File: config.mk
export PLATFORM = sky130hd
export DESIGN_NAME = fault_supervisor
export DESIGN_NICKNAME = d
export VERILOG_FILES = /design/src/logic/fault_supervisor_pkg.sv /design/src/logic/settle_filter.sv /design/src/logic/retry_timer.sv /design/src/logic/fault_supervisor.sv
export SDC_FILE = /design/constraint.sdc
export NUM_CORES = 2
export LEC_CHECK = 0
export BUFFER_PORTS_ARGS = -buffer_cell sky130_fd_sc_hd__buf_2
export CORE_UTILIZATION = 50
export DETAILED_ROUTE_END_ITERATION = 10
export HOLD_SLACK_MARGIN = 0.08
export PLACE_DENSITY_LB_ADDON = 0.12
export SLEW_MARGIN = 25
export SYNTH_ARGS = -nofsm -noshare
export SYNTH_HDL_FRONTEND = slang
export SYNTH_SLANG_ARGS = --single-unit
File: constraint.sdc
create_clock -name MCLK_I -period 9.05 [get_ports MCLK_I]
set_input_delay 0.4525 -clock MCLK_I [delete_from_list [all_inputs] [get_ports MCLK_I]]
set_output_delay 0.4525 -clock MCLK_I [all_outputs]
set_load 0.1 [all_outputs]
File: src/logic/fault_supervisor_pkg.sv
// Shared constants for the converter fault supervisor
package fault_supervisor_pkg;

    // Register offsets, byte addresses of aligned 32-bit words
    localparam logic [7:0] OFF_CTRL = 8'h00;
    localparam logic [7:0] OFF_THRESH = 8'h04;
    localparam logic [7:0] OFF_STATUS = 8'h08;
    localparam logic [7:0] OFF_IRQ_STAT = 8'h0c;
    localparam logic [7:0] OFF_IRQ_CLR = 8'h10;
    localparam logic [7:0] OFF_IRQ_EN = 8'h14;

    // Protection index, shared by fault, latch and event bits
    localparam int P_OCP = 0;
    localparam int P_OVT = 1;
    localparam int P_UVP = 2;
    localparam int P_OTP = 3;
    localparam int P_TRK = 4;
    localparam int NPROT = 5;
    // Extra qualified conditions
    localparam int Q_WARN = 5;
    localparam int Q_PG = 6;
    localparam int NQUAL = 7;

    // Control register layout
    localparam int CTRL_TRK_EN = 5;
    localparam int CTRL_FCLR = 6;
    localparam logic [4:0] LATCH_RST = 5'h00;
    localparam logic TRK_EN_RST = 1'b0;

    // Threshold register layout and reset steps
    localparam int TH_OCP_LSB = 0;
    localparam int TH_OVT_LSB = 4;
    localparam int TH_UVP_LSB = 6;
    localparam int TH_PG_SEL = 8;
    localparam logic [3:0] OCP_STEP_RST = 4'ha;
    localparam logic [1:0] OVT_STEP_RST = 2'h2;
    localparam logic [1:0] UVP_STEP_RST = 2'h0;
    localparam logic PG_SEL_RST = 1'b0;

    // Threshold figures in percent of rated current or setpoint
    localparam logic [7:0] OCP_BASE = 8'd60;
    localparam logic [7:0] OCP_INC = 8'd11;
    localparam logic [3:0] OCP_MAX_STEP = 4'ha;
    localparam logic [7:0] OVT_BASE = 8'd110;
    localparam logic [7:0] OVT_INC = 8'd10;
    localparam logic [1:0] OVT_MAX_STEP = 2'h2;
    localparam logic [7:0] UVP_BASE = 8'd75;
    localparam logic [7:0] UVP_INC = 8'd5;
    localparam logic [1:0] UVP_MAX_STEP = 2'h2;
    localparam logic [7:0] PG_LOW_A = 8'd90;
    localparam logic [7:0] PG_LOW_B = 8'd95;
    localparam logic [7:0] PG_HIGH = 8'd110;
    localparam logic [7:0] PCT_FULL = 8'd100;

    // Absolute figures: millivolts and degrees C
    localparam logic [15:0] OVT_FLOOR_MV = 16'd1000;
    localparam logic [15:0] TRK_BAND_MV = 16'd250;
    localparam logic signed [9:0] OTP_TRIP_C = 10'sd130;
    localparam logic signed [9:0] OTP_RESTART_C = 10'sd120;
    localparam logic signed [9:0] WARN_SET_C = 10'sd120;
    localparam logic signed [9:0] WARN_HYST_C = 10'sd3;

    // Timing: clock period, qualification delay and retry period
    localparam int CLK_NS = 10;
    localparam int QUAL_NS = 6000;
    localparam int QUAL_CYC = QUAL_NS / CLK_NS;
    localparam int RETRY_MS = 130;
    localparam int RETRY_CYC = RETRY_MS * (1000000 / CLK_NS);

endpackage : fault_supervisor_pkg

File: src/logic/settle_filter.sv
// Output follows its input once the input has differed for DELAY cycles
`timescale 1ns/1ps
module settle_filter #(
    parameter int DELAY = 600
) (
    // Clock, reset, enable
    input wire logic clk_i,
    input wire logic rst_n_i,
    input wire logic ce_i,
    // Raw condition and qualified result
    input wire logic in_i,
    output logic out_o
);
    logic [15:0] cnt_reg;

    // Count while input disagrees, adopt it when the count runs out
    always_ff @(posedge clk_i) begin
        if (!rst_n_i) begin
            cnt_reg <= 16'h0000;
            out_o <= 1'b0;
        end else if (ce_i) begin
            if (in_i == out_o) begin
                cnt_reg <= 16'h0000;
            end else if (cnt_reg == 16'(DELAY - 1)) begin
                cnt_reg <= 16'h0000;
                out_o <= in_i;
            end else begin
                cnt_reg <= cnt_reg + 16'h0001;
            end
        end
    end

    property p_settle;
        @(posedge clk_i) disable iff (!rst_n_i)
        (out_o != $past(out_o)) |-> $past(cnt_reg) == 16'(DELAY - 1);
    endproperty
    a_settle: assert property (p_settle) else $error("Filter moved early");

endmodule : settle_filter

File: src/logic/retry_timer.sv
// One-shot retry period timer with a done pulse
`timescale 1ns/1ps
module retry_timer #(
    parameter int COUNT = 13000000
) (
    // Clock, reset, enable
    input wire logic clk_i,
    input wire logic rst_n_i,
    input wire logic ce_i,
    // Start request, running level and expiry pulse
    input wire logic start_i,
    output logic busy_o,
    output logic done_o
);
    logic [31:0] cnt_reg;

    // Run for COUNT cycles from the start, then pulse done
    always_ff @(posedge clk_i) begin
        if (!rst_n_i) begin
            cnt_reg <= 32'h0;
            busy_o <= 1'b0;
            done_o <= 1'b0;
        end else if (ce_i) begin
            done_o <= 1'b0;
            if (!busy_o) begin
                if (start_i) begin
                    busy_o <= 1'b1;
                    cnt_reg <= 32'h0;
                end
            end else if (cnt_reg == 32'(COUNT - 1)) begin
                busy_o <= 1'b0;
                done_o <= 1'b1;
            end else begin
                cnt_reg <= cnt_reg + 32'h1;
            end
        end
    end

    property p_done_timed;
        @(posedge clk_i) disable iff (!rst_n_i)
        $rose(done_o) |-> $past(cnt_reg) == 32'(COUNT - 1);
    endproperty
    a_done_timed: assert property (p_done_timed) else $error("Retry ended early");

endmodule : retry_timer

File: src/logic/fault_supervisor.sv
// Converter fault supervisor: thresholds, trip, retry, warning, power good
// How it works
// Each of OC, OV, UV latches or retries turn-on every 130 ms.
// Overcurrent level 60..170 percent of rated current in 11 steps, default 170.
// Overvoltage level 110..130 percent of setpoint in 10 percent steps, default 130.
// Overvoltage level never falls below 1.0 V.
// Undervoltage level 75..85 percent in 5 percent steps, default 75.
// OV, UV, OT and tracking trips turn the converter off after 6 us.
// Shut down at 130 C rising, restart allowed only at 120 C.
// Tracking armed only on ramp-up, trips beyond 250 mV either way.
// Tracking off after reset; latching or 130 ms retry when on.
// Warning flag set at 120 C, cleared 3 C lower, no shutdown.
// Warning flag rises 6 us after its threshold is passed.
// Power good high inside window 90 or 95 up to 110 percent.
// Power good changes 6 us after a window boundary is crossed.
// Latched trip keeps converter off until software clear or reset.
// Digitized samples compared each cycle; retry counted in clock cycles.
//
// Local design decisions: the plain strobed port and the placing of the registers.
`timescale 1ns/1ps
module fault_supervisor #(
    parameter int RETRY_CYCLES = fault_supervisor_pkg::RETRY_CYC,
    parameter int QUAL_CYCLES = fault_supervisor_pkg::QUAL_CYC
) (
    // Clock, reset and clock enable
    input wire logic MCLK_I,
    input wire logic RSTN_I,
    input wire logic CE_I,
    // Register port
    input wire logic [7:0] ADDR_I,
    input wire logic [31:0] WDATA_I,
    input wire logic WR_I,
    input wire logic RD_I,
    output logic [31:0] RDATA_O,
    // Measurement samples, millivolts, milliamps, degrees C
    input wire logic [15:0] VOUT_I,
    input wire logic [15:0] VSET_I,
    input wire logic [15:0] VTRACK_I,
    input wire logic [15:0] IOUT_I,
    input wire logic [15:0] IRATED_I,
    input wire logic signed [9:0] TEMP_I,
    input wire logic RAMP_UP_I,
    // Converter command, power good and interrupt
    output logic CONV_OFF_O,
    output logic OUTPUT_IN_WINDOW_FLAG_O,
    output logic IRQ_O
);
    localparam int NEV = fault_supervisor_pkg::NQUAL;

    // Scale a sample by a percentage figure
    function automatic logic [24:0] pct_of(input logic [15:0] v, input logic [7:0] p);
        pct_of = 25'(v) * 25'(p);
    endfunction : pct_of

    // Clamp a step code to its top step
    function automatic logic [3:0] clamp_step(input logic [3:0] s, input logic [3:0] top);
        clamp_step = (s > top) ? top : s;
    endfunction : clamp_step

    logic [4:0] latch_reg;
    logic trk_en_reg;
    logic [3:0] ocp_step_reg;
    logic [1:0] ovt_step_reg;
    logic [1:0] uvp_step_reg;
    logic pg_sel_reg;
    logic [NEV-1:0] irq_stat_reg;
    logic [NEV-1:0] irq_en_reg;
    logic [4:0] fault_reg;
    logic [4:0] fault_next;
    logic [NEV-1:0] raw;
    logic [NEV-1:0] qual;
    logic [NEV-1:0] event_set;
    logic pg_prev_reg;
    logic warn_prev_reg;
    logic sw_clear;
    logic retry_start;
    logic retry_busy;
    logic retry_done;
    logic [7:0] ocp_pct;
    logic [7:0] ovt_pct;
    logic [7:0] uvp_pct;
    logic [7:0] pg_low_pct;
    logic [24:0] vout_x100;
    logic [24:0] ovt_lvl;
    logic [24:0] ovt_floor;
    logic [15:0] trk_diff;
    logic [31:0] status_word;

    // Software register writes
    always_ff @(posedge MCLK_I) begin
        if (!RSTN_I) begin
            latch_reg <= fault_supervisor_pkg::LATCH_RST;
            trk_en_reg <= fault_supervisor_pkg::TRK_EN_RST;
            ocp_step_reg <= fault_supervisor_pkg::OCP_STEP_RST;
            ovt_step_reg <= fault_supervisor_pkg::OVT_STEP_RST;
            uvp_step_reg <= fault_supervisor_pkg::UVP_STEP_RST;
            pg_sel_reg <= fault_supervisor_pkg::PG_SEL_RST;
            irq_en_reg <= '0;
        end else if (CE_I && WR_I) begin
            case (ADDR_I)
                fault_supervisor_pkg::OFF_CTRL: begin
                    latch_reg <= WDATA_I[4:0];
                    trk_en_reg <= WDATA_I[fault_supervisor_pkg::CTRL_TRK_EN];
                end
                fault_supervisor_pkg::OFF_THRESH: begin
                    ocp_step_reg <= clamp_step(WDATA_I[3:0], fault_supervisor_pkg::OCP_MAX_STEP);
                    ovt_step_reg <= 2'(clamp_step({2'b00, WDATA_I[5:4]},
                        {2'b00, fault_supervisor_pkg::OVT_MAX_STEP}));
                    uvp_step_reg <= 2'(clamp_step({2'b00, WDATA_I[7:6]},
                        {2'b00, fault_supervisor_pkg::UVP_MAX_STEP}));
                    pg_sel_reg <= WDATA_I[fault_supervisor_pkg::TH_PG_SEL];
                end
                fault_supervisor_pkg::OFF_IRQ_EN: irq_en_reg <= WDATA_I[NEV-1:0];
                default: ;
            endcase
        end
    end

    // Fault clear is a write-one action, not stored
    assign sw_clear = WR_I && ADDR_I == fault_supervisor_pkg::OFF_CTRL
        && WDATA_I[fault_supervisor_pkg::CTRL_FCLR];

    // Percent figures from the step codes
    assign ocp_pct = fault_supervisor_pkg::OCP_BASE
        + 8'(fault_supervisor_pkg::OCP_INC * {4'h0, ocp_step_reg});
    assign ovt_pct = fault_supervisor_pkg::OVT_BASE
        + 8'(fault_supervisor_pkg::OVT_INC * {6'h00, ovt_step_reg});
    assign uvp_pct = fault_supervisor_pkg::UVP_BASE
        + 8'(fault_supervisor_pkg::UVP_INC * {6'h00, uvp_step_reg});
    assign pg_low_pct = pg_sel_reg ? fault_supervisor_pkg::PG_LOW_B
        : fault_supervisor_pkg::PG_LOW_A;

    // Sample comparisons scaled by one hundred, except the tracking difference in millivolts
    assign vout_x100 = pct_of(VOUT_I, fault_supervisor_pkg::PCT_FULL);
    assign ovt_floor = pct_of(fault_supervisor_pkg::OVT_FLOOR_MV, fault_supervisor_pkg::PCT_FULL);
    assign ovt_lvl = (pct_of(VSET_I, ovt_pct) < ovt_floor) ? ovt_floor
        : pct_of(VSET_I, ovt_pct);
    assign trk_diff = (VOUT_I > VTRACK_I) ? VOUT_I - VTRACK_I : VTRACK_I - VOUT_I;

    // Raw conditions; temperature ones hold between their two levels
    always_comb begin
        raw = '0;
        raw[fault_supervisor_pkg::P_OCP] = pct_of(IOUT_I, fault_supervisor_pkg::PCT_FULL)
            > pct_of(IRATED_I, ocp_pct);
        raw[fault_supervisor_pkg::P_OVT] = vout_x100 > ovt_lvl;
        // Undervoltage watched only while running and past the ramp
        raw[fault_supervisor_pkg::P_UVP] = !CONV_OFF_O && !RAMP_UP_I
            && vout_x100 < pct_of(VSET_I, uvp_pct);
        if (TEMP_I >= fault_supervisor_pkg::OTP_TRIP_C) begin
            raw[fault_supervisor_pkg::P_OTP] = 1'b1;
        end else if (TEMP_I <= fault_supervisor_pkg::OTP_RESTART_C) begin
            raw[fault_supervisor_pkg::P_OTP] = 1'b0;
        end else begin
            raw[fault_supervisor_pkg::P_OTP] = qual[fault_supervisor_pkg::P_OTP];
        end
        raw[fault_supervisor_pkg::P_TRK] = trk_en_reg && RAMP_UP_I
            && trk_diff > fault_supervisor_pkg::TRK_BAND_MV;
        if (TEMP_I >= fault_supervisor_pkg::WARN_SET_C) begin
            raw[fault_supervisor_pkg::Q_WARN] = 1'b1;
        end else if (TEMP_I <= fault_supervisor_pkg::WARN_SET_C
                - fault_supervisor_pkg::WARN_HYST_C) begin
            raw[fault_supervisor_pkg::Q_WARN] = 1'b0;
        end else begin
            raw[fault_supervisor_pkg::Q_WARN] = qual[fault_supervisor_pkg::Q_WARN];
        end
        raw[fault_supervisor_pkg::Q_PG] = vout_x100 >= pct_of(VSET_I, pg_low_pct)
            && vout_x100 <= pct_of(VSET_I, fault_supervisor_pkg::PG_HIGH);
    end

    // One delay filter for each condition
    genvar gi;
    generate
        for (gi = 0; gi < NEV; gi++) begin : g_qual
            settle_filter #(
                .DELAY(QUAL_CYCLES)
            ) u_filter (
                .clk_i(MCLK_I),
                .rst_n_i(RSTN_I),
                .ce_i(CE_I),
                .in_i(raw[gi]),
                .out_o(qual[gi])
            );
        end
    endgenerate

    // Trip flags: set wins over both clears
    always_comb begin
        for (int k = 0; k < fault_supervisor_pkg::NPROT; k++) begin
            if (k == fault_supervisor_pkg::P_OTP) begin
                // Cooling releases the flag; latching mode also needs software
                fault_next[k] = qual[k] || (fault_reg[k]
                    && (latch_reg[k] && !sw_clear));
            end else begin
                fault_next[k] = qual[k] || (fault_reg[k]
                    && !sw_clear && !(retry_done && !latch_reg[k]));
            end
        end
    end

    always_ff @(posedge MCLK_I) begin
        if (!RSTN_I) begin
            fault_reg <= '0;
        end else if (CE_I) begin
            fault_reg <= fault_next;
        end
    end

    // Retry period starts while a retrying trip is pending, but not on the done pulse,
    // whose flag is still set in that cycle and would start a spurious second period
    assign retry_start = |(fault_reg & ~latch_reg
        & ~(5'h01 << fault_supervisor_pkg::P_OTP)) && !retry_done;

    retry_timer #(
        .COUNT(RETRY_CYCLES)
    ) u_retry (
        .clk_i(MCLK_I),
        .rst_n_i(RSTN_I),
        .ce_i(CE_I),
        .start_i(retry_start),
        .busy_o(retry_busy),
        .done_o(retry_done)
    );

    // Converter command and power good outputs
    always_ff @(posedge MCLK_I) begin
        if (!RSTN_I) begin
            CONV_OFF_O <= 1'b0;
            OUTPUT_IN_WINDOW_FLAG_O <= 1'b0;
        end else if (CE_I) begin
            CONV_OFF_O <= |fault_reg;
            OUTPUT_IN_WINDOW_FLAG_O <= qual[fault_supervisor_pkg::Q_PG];
        end
    end

    // Edge history for interrupt events
    always_ff @(posedge MCLK_I) begin
        if (!RSTN_I) begin
            pg_prev_reg <= 1'b0;
            warn_prev_reg <= 1'b0;
        end else if (CE_I) begin
            pg_prev_reg <= qual[fault_supervisor_pkg::Q_PG];
            warn_prev_reg <= qual[fault_supervisor_pkg::Q_WARN];
        end
    end

    assign event_set = {qual[fault_supervisor_pkg::Q_PG] ^ pg_prev_reg,
        qual[fault_supervisor_pkg::Q_WARN] & ~warn_prev_reg,
        fault_next & ~fault_reg};

    // Sticky interrupt status, new events win over a clear
    always_ff @(posedge MCLK_I) begin
        if (!RSTN_I) begin
            irq_stat_reg <= '0;
        end else if (CE_I) begin
            if (WR_I && ADDR_I == fault_supervisor_pkg::OFF_IRQ_CLR) begin
                irq_stat_reg <= (irq_stat_reg & ~WDATA_I[NEV-1:0]) | event_set;
            end else begin
                irq_stat_reg <= irq_stat_reg | event_set;
            end
        end
    end

    always_ff @(posedge MCLK_I) begin
        if (!RSTN_I) begin
            IRQ_O <= 1'b0;
        end else if (CE_I) begin
            IRQ_O <= |(irq_stat_reg & irq_en_reg);
        end
    end

    // Live status word
    assign status_word = {23'h0, retry_busy, qual[fault_supervisor_pkg::Q_PG],
        qual[fault_supervisor_pkg::Q_WARN], CONV_OFF_O, fault_reg};

    // Read data one cycle after the read strobe
    always_ff @(posedge MCLK_I) begin
        if (!RSTN_I) begin
            RDATA_O <= 32'h0;
        end else if (CE_I) begin
            if (RD_I) begin
                case (ADDR_I)
                    fault_supervisor_pkg::OFF_CTRL:
                        RDATA_O <= {25'h0, 1'b0, trk_en_reg, latch_reg};
                    fault_supervisor_pkg::OFF_THRESH:
                        RDATA_O <= {23'h0, pg_sel_reg, uvp_step_reg, ovt_step_reg, ocp_step_reg};
                    fault_supervisor_pkg::OFF_STATUS: RDATA_O <= status_word;
                    fault_supervisor_pkg::OFF_IRQ_STAT: RDATA_O <= {25'h0, irq_stat_reg};
                    fault_supervisor_pkg::OFF_IRQ_EN: RDATA_O <= {25'h0, irq_en_reg};
                    default: RDATA_O <= 32'h0;
                endcase
            end else begin
                RDATA_O <= 32'h0;
            end
        end
    end

    // Checks on the trip, release and output relations
    property p_off_follows_fault;
        @(posedge MCLK_I) disable iff (!RSTN_I)
        CE_I |=> CONV_OFF_O == $past(|fault_reg);
    endproperty
    a_off_follows_fault: assert property (p_off_follows_fault) else $error("Off cmd wrong");

    property p_latched_holds;
        @(posedge MCLK_I) disable iff (!RSTN_I)
        (CE_I && fault_reg[fault_supervisor_pkg::P_OVT] && latch_reg[fault_supervisor_pkg::P_OVT]
            && !sw_clear) |=> fault_reg[fault_supervisor_pkg::P_OVT];
    endproperty
    a_latched_holds: assert property (p_latched_holds) else $error("Latched trip lost");

    property p_retry_release;
        @(posedge MCLK_I) disable iff (!RSTN_I)
        (CE_I && $fell(fault_reg[fault_supervisor_pkg::P_OCP]) && !$past(sw_clear))
            |-> $past(retry_done) && !latch_reg[fault_supervisor_pkg::P_OCP];
    endproperty
    a_retry_release: assert property (p_retry_release) else $error("Trip freed early");

    property p_ovt_floor;
        @(posedge MCLK_I) disable iff (!RSTN_I)
        raw[fault_supervisor_pkg::P_OVT] |-> VOUT_I > fault_supervisor_pkg::OVT_FLOOR_MV;
    endproperty
    a_ovt_floor: assert property (p_ovt_floor) else $error("OV trip under floor");

    property p_trk_armed;
        @(posedge MCLK_I) disable iff (!RSTN_I)
        raw[fault_supervisor_pkg::P_TRK] |-> RAMP_UP_I && trk_en_reg
            && (17'(VOUT_I) > 17'(VTRACK_I) + 17'(fault_supervisor_pkg::TRK_BAND_MV)
            || 17'(VTRACK_I) > 17'(VOUT_I) + 17'(fault_supervisor_pkg::TRK_BAND_MV));
    endproperty
    a_trk_armed: assert property (p_trk_armed) else $error("Tracking not armed");

    property p_otp_restart;
        @(posedge MCLK_I) disable iff (!RSTN_I)
        $fell(raw[fault_supervisor_pkg::P_OTP]) |-> TEMP_I <= fault_supervisor_pkg::OTP_RESTART_C;
    endproperty
    a_otp_restart: assert property (p_otp_restart) else $error("OT released hot");

    property p_warn_no_off;
        @(posedge MCLK_I) disable iff (!RSTN_I)
        (CE_I && fault_reg == 5'h00) |=> !CONV_OFF_O;
    endproperty
    a_warn_no_off: assert property (p_warn_no_off) else $error("Off without a trip");

    property p_pg_follows;
        @(posedge MCLK_I) disable iff (!RSTN_I)
        $rose(qual[fault_supervisor_pkg::Q_PG]) && CE_I |=> OUTPUT_IN_WINDOW_FLAG_O;
    endproperty
    a_pg_follows: assert property (p_pg_follows) else $error("Power good late");

    property p_irq_level;
        @(posedge MCLK_I) disable iff (!RSTN_I)
        CE_I |=> IRQ_O == $past(|(irq_stat_reg & irq_en_reg));
    endproperty
    a_irq_level: assert property (p_irq_level) else $error("Interrupt level wrong");

endmodule : fault_supervisor

==> summary.txt <==
Max Transition Viols Final: 0
FP Rows: 94
FF+latch count, synth: 200
Sequential share of the synthesized area: 11.9%
Clock tree from TritonCTS: done
Critical path class: register to register
Total power: 5960 µW
Worst Path Required: 9430 ps
FMAX: 116 MHz
Sequential share of power: 15.0%
Violated checks: DRC
Avg Inst Size Synth: 8.29 µm²
Port Buf Inserts: 124
Worst Path Buf+Inv: 8
DR WL/cell: 16.5 µm
Final Cycle Share: 95.1%
H-Tree Depth: 4
Netlist cell types: 100
Final worst slack: 439 ps
Overall Global Routing Usage: 24.8%
HPWL after DPL: 67.5 mm
Dpl ws: -131 ps
Post-synth EDFFs: 0
Synthesized area: 33600 µm²
Slew Limit Headroom: 30.9%
Critical R2R Launch: ovt_step_reg[0]$_SDFFE_PN0P_
Sw Ratio: 47.5%
Crit path max fanout: 15
Antenna Nets Post-Route: 0
Synth Flop Type: dfxtp_1
Final worst clock skew: 14.1 ps
Root Driver: clkbuf_16
Routed vias: 27900
Pre-antenna DRT Iters: 10
Routed WL: 83.2 mm
Die area: 68200 µm²
Nature of the critical path startpoint: register
Setup TNS: 0 ps
Clk sinks: 200
Final Hold Viols: 0
Total congestion overflow: 0
Vias in the first global route: 26700
Starting density of the core: 50.8%
Initial antenna violation count: 7
Synth warnings: 0
CP endpoint kind: register
Number of DRC markers in iteration 0: 1402
Combinational share of power: 71.5%
Layout cells sized above 1: 9.36%
Top Family by Delay on Critical Path: adder cells
Slew at the pin closest to its max-slew limit: 1030 ps
Final #Nets: 5144
# hold bufs at CTS: 0
P per Cell Area: 164 nW/µm²
Clock Power Share: 13.4%
Via density: 5.54
CTS Buf Count: 17
Final core occ: 54.9%
Top-count cell post-synth: inv_1
Number of flip-flops in the largest register: 112
Mapped Cells: 4052
Synth cell count leaders: 578 x inv_1, 527 x ha_1, 326 x nor2_1, 316 x fa_1, 260 x nand2_1
Pin count of the biggest net entering global routing: 77
Yosys top cell area share: 19.6%
GPL Wtd Cong: 0.916
Die height: 261 µm
Min-delay src: WDATA_I[8]
Post-synth top area cell: ha_1
First-pass GRT wire length: 137 mm
I/O pins: 171
Hold Path Class: input port to register
NetSw: 2830 µW
Area grow syn2layout: 8.15%
Clock Tree Buf Depth: 2
Chip width: 261 µm
Status: finished with violations
CP Data Arrival Time: 8990 ps
DRC: 7
Int Pwr: 3130 µW
Worst setup startpoint: ovt_step_reg[0]$_SDFFE_PN0P_
Core area: 66100 µm²
Critical path's slowest cell: or4b_4
Clock Pin Slew Worst Setup and Hold Paths: 80 ps
Setup violators final: 0
Maximum VDD drop: 119 µV
Leakage: 0.0176 µW
CP peak stage delay: 550 ps
Async SR Flop Fraction: 0%
Top post-synthesis cells by area: ha_1 20%, fa_1 19%, dfxtp_1 12%
Min cycle time layout: 8610 ps
Max-cap violations: 0
Clock Latency Late Sink: 450 ps
-- layer usage --
layer / GRT usage, % / wire length [µm] / up-vias
li1: - / - / 14000
met1: 35.2 / 40300 / 13300
met2: 40.4 / 37900 / 526
met3: 3.55 / 3760 / 76
met4: 4.09 / 1230 / 10
met5: 0 / 70 / -
-- area by class of cell --
| class | instances | area, µm² |
|---|---|---|
| Antenna cell | 1 | 2.50 |
| Sequential cell | 200 | 4010 |
| Clock inverter | 15 | 185 |
| Inverter | 583 | 2190 |
| Clock buffer | 17 | 425 |
| Tap cell | 864 | 1080 |
| Multi-Input combinational cell | 3133 | 27000 |
| Timing Repair Buffer | 230 | 1430 |
| Fill cell | 6357 | 29800 |
-- through the flow --
stage	cells	cell area [µm²]	hold slack (ps)
floorplan	4074	33700	446
global placement	5001	35300	456
detailed placement	5001	35300	459
CTS	5034	36000	225
global route	5043	36300	250
finish	5043	36300	256
-- logic make-up (layout without fill, tap and decap cells) --
group / count (synthesis) / in the layout / synth area share [%]
and+or+nand+nor: 1310 / 1310 / 20.3
buffers and inverters: 742 / 845 / 8.86
xor gates and xnor gates: 163 / 164 / 4.25
adders and majority gates: 843 / 843 / 38.5
DFF: 200 / 200 / 11.9
muxes: 43 / 43 / 1.37
AOI/OAI and AO/OA: 750 / 750 / 14.8
other: 1 / 24 / 0.0112
-- final timing paths --
check                                                                    to  cells after the start  slack [ps]
worst max-delay path            g_qual[1].u_filter.cnt_reg[12]$_SDFFE_PN0P_                     36         440
worst min-delay path                                pg_sel_reg$_SDFFE_PN0P_                      3         260
worst max register to register  g_qual[1].u_filter.cnt_reg[12]$_SDFFE_PN0P_                     36         440
worst min register to register                   warn_prev_reg$_SDFFE_PN0P_                      2         470
-- cell usage in the layout (no fill, tap or decap), drive strengths merged, types with 13 or more instances in the layout --
cell type  count
inv          583
ha           527
nor2         328
fa           316
nand2        260
a21oi        235
buf          230
dfxtp        200
and2         150
o21ai        138
nand3        113
xnor2         87
a21o          83
and3          82
xor2          77
nor3          59
nand4         53
nand2b        50
mux2i         37
nor2b         34
o21a          34
a31oi         33
nor3b         29
nand4b        27
or3           25
a31o          25
nand3b        24
conb          23
o21bai        21
nor4          21
a211oi        19
nor4b         17
clkbuf        17
a221oi        14
o211ai        13
clkinv        13
-- power by group through the flow --
stage,sequential [µW],combinational (µW),clock (µW)
5_1_grt,898,4850,857
6_report,896,4260,798
4_1_cts,896,4170,819
3_3_place_gp,917,4060,0
2_1_floorplan,918,3070,0
3_5_place_dp,917,4110,0
-- repair_timing --
action | CTS | global route
gates resized for setup | 7 | 58
setup buffers | 0 | 6
gates cloned | 1 | 2
endpoints found under the setup margin | 16 | 35
pin swaps | 1 | 27
endpoints found under the hold margin | 0 | 0
-- worst min-delay path, delay by kind of cell --
family	cells	cell delay, ps
simple gates	1	50
compound gates	1	50
buf+inv	1	100
(Power assumes the default switching activity.)
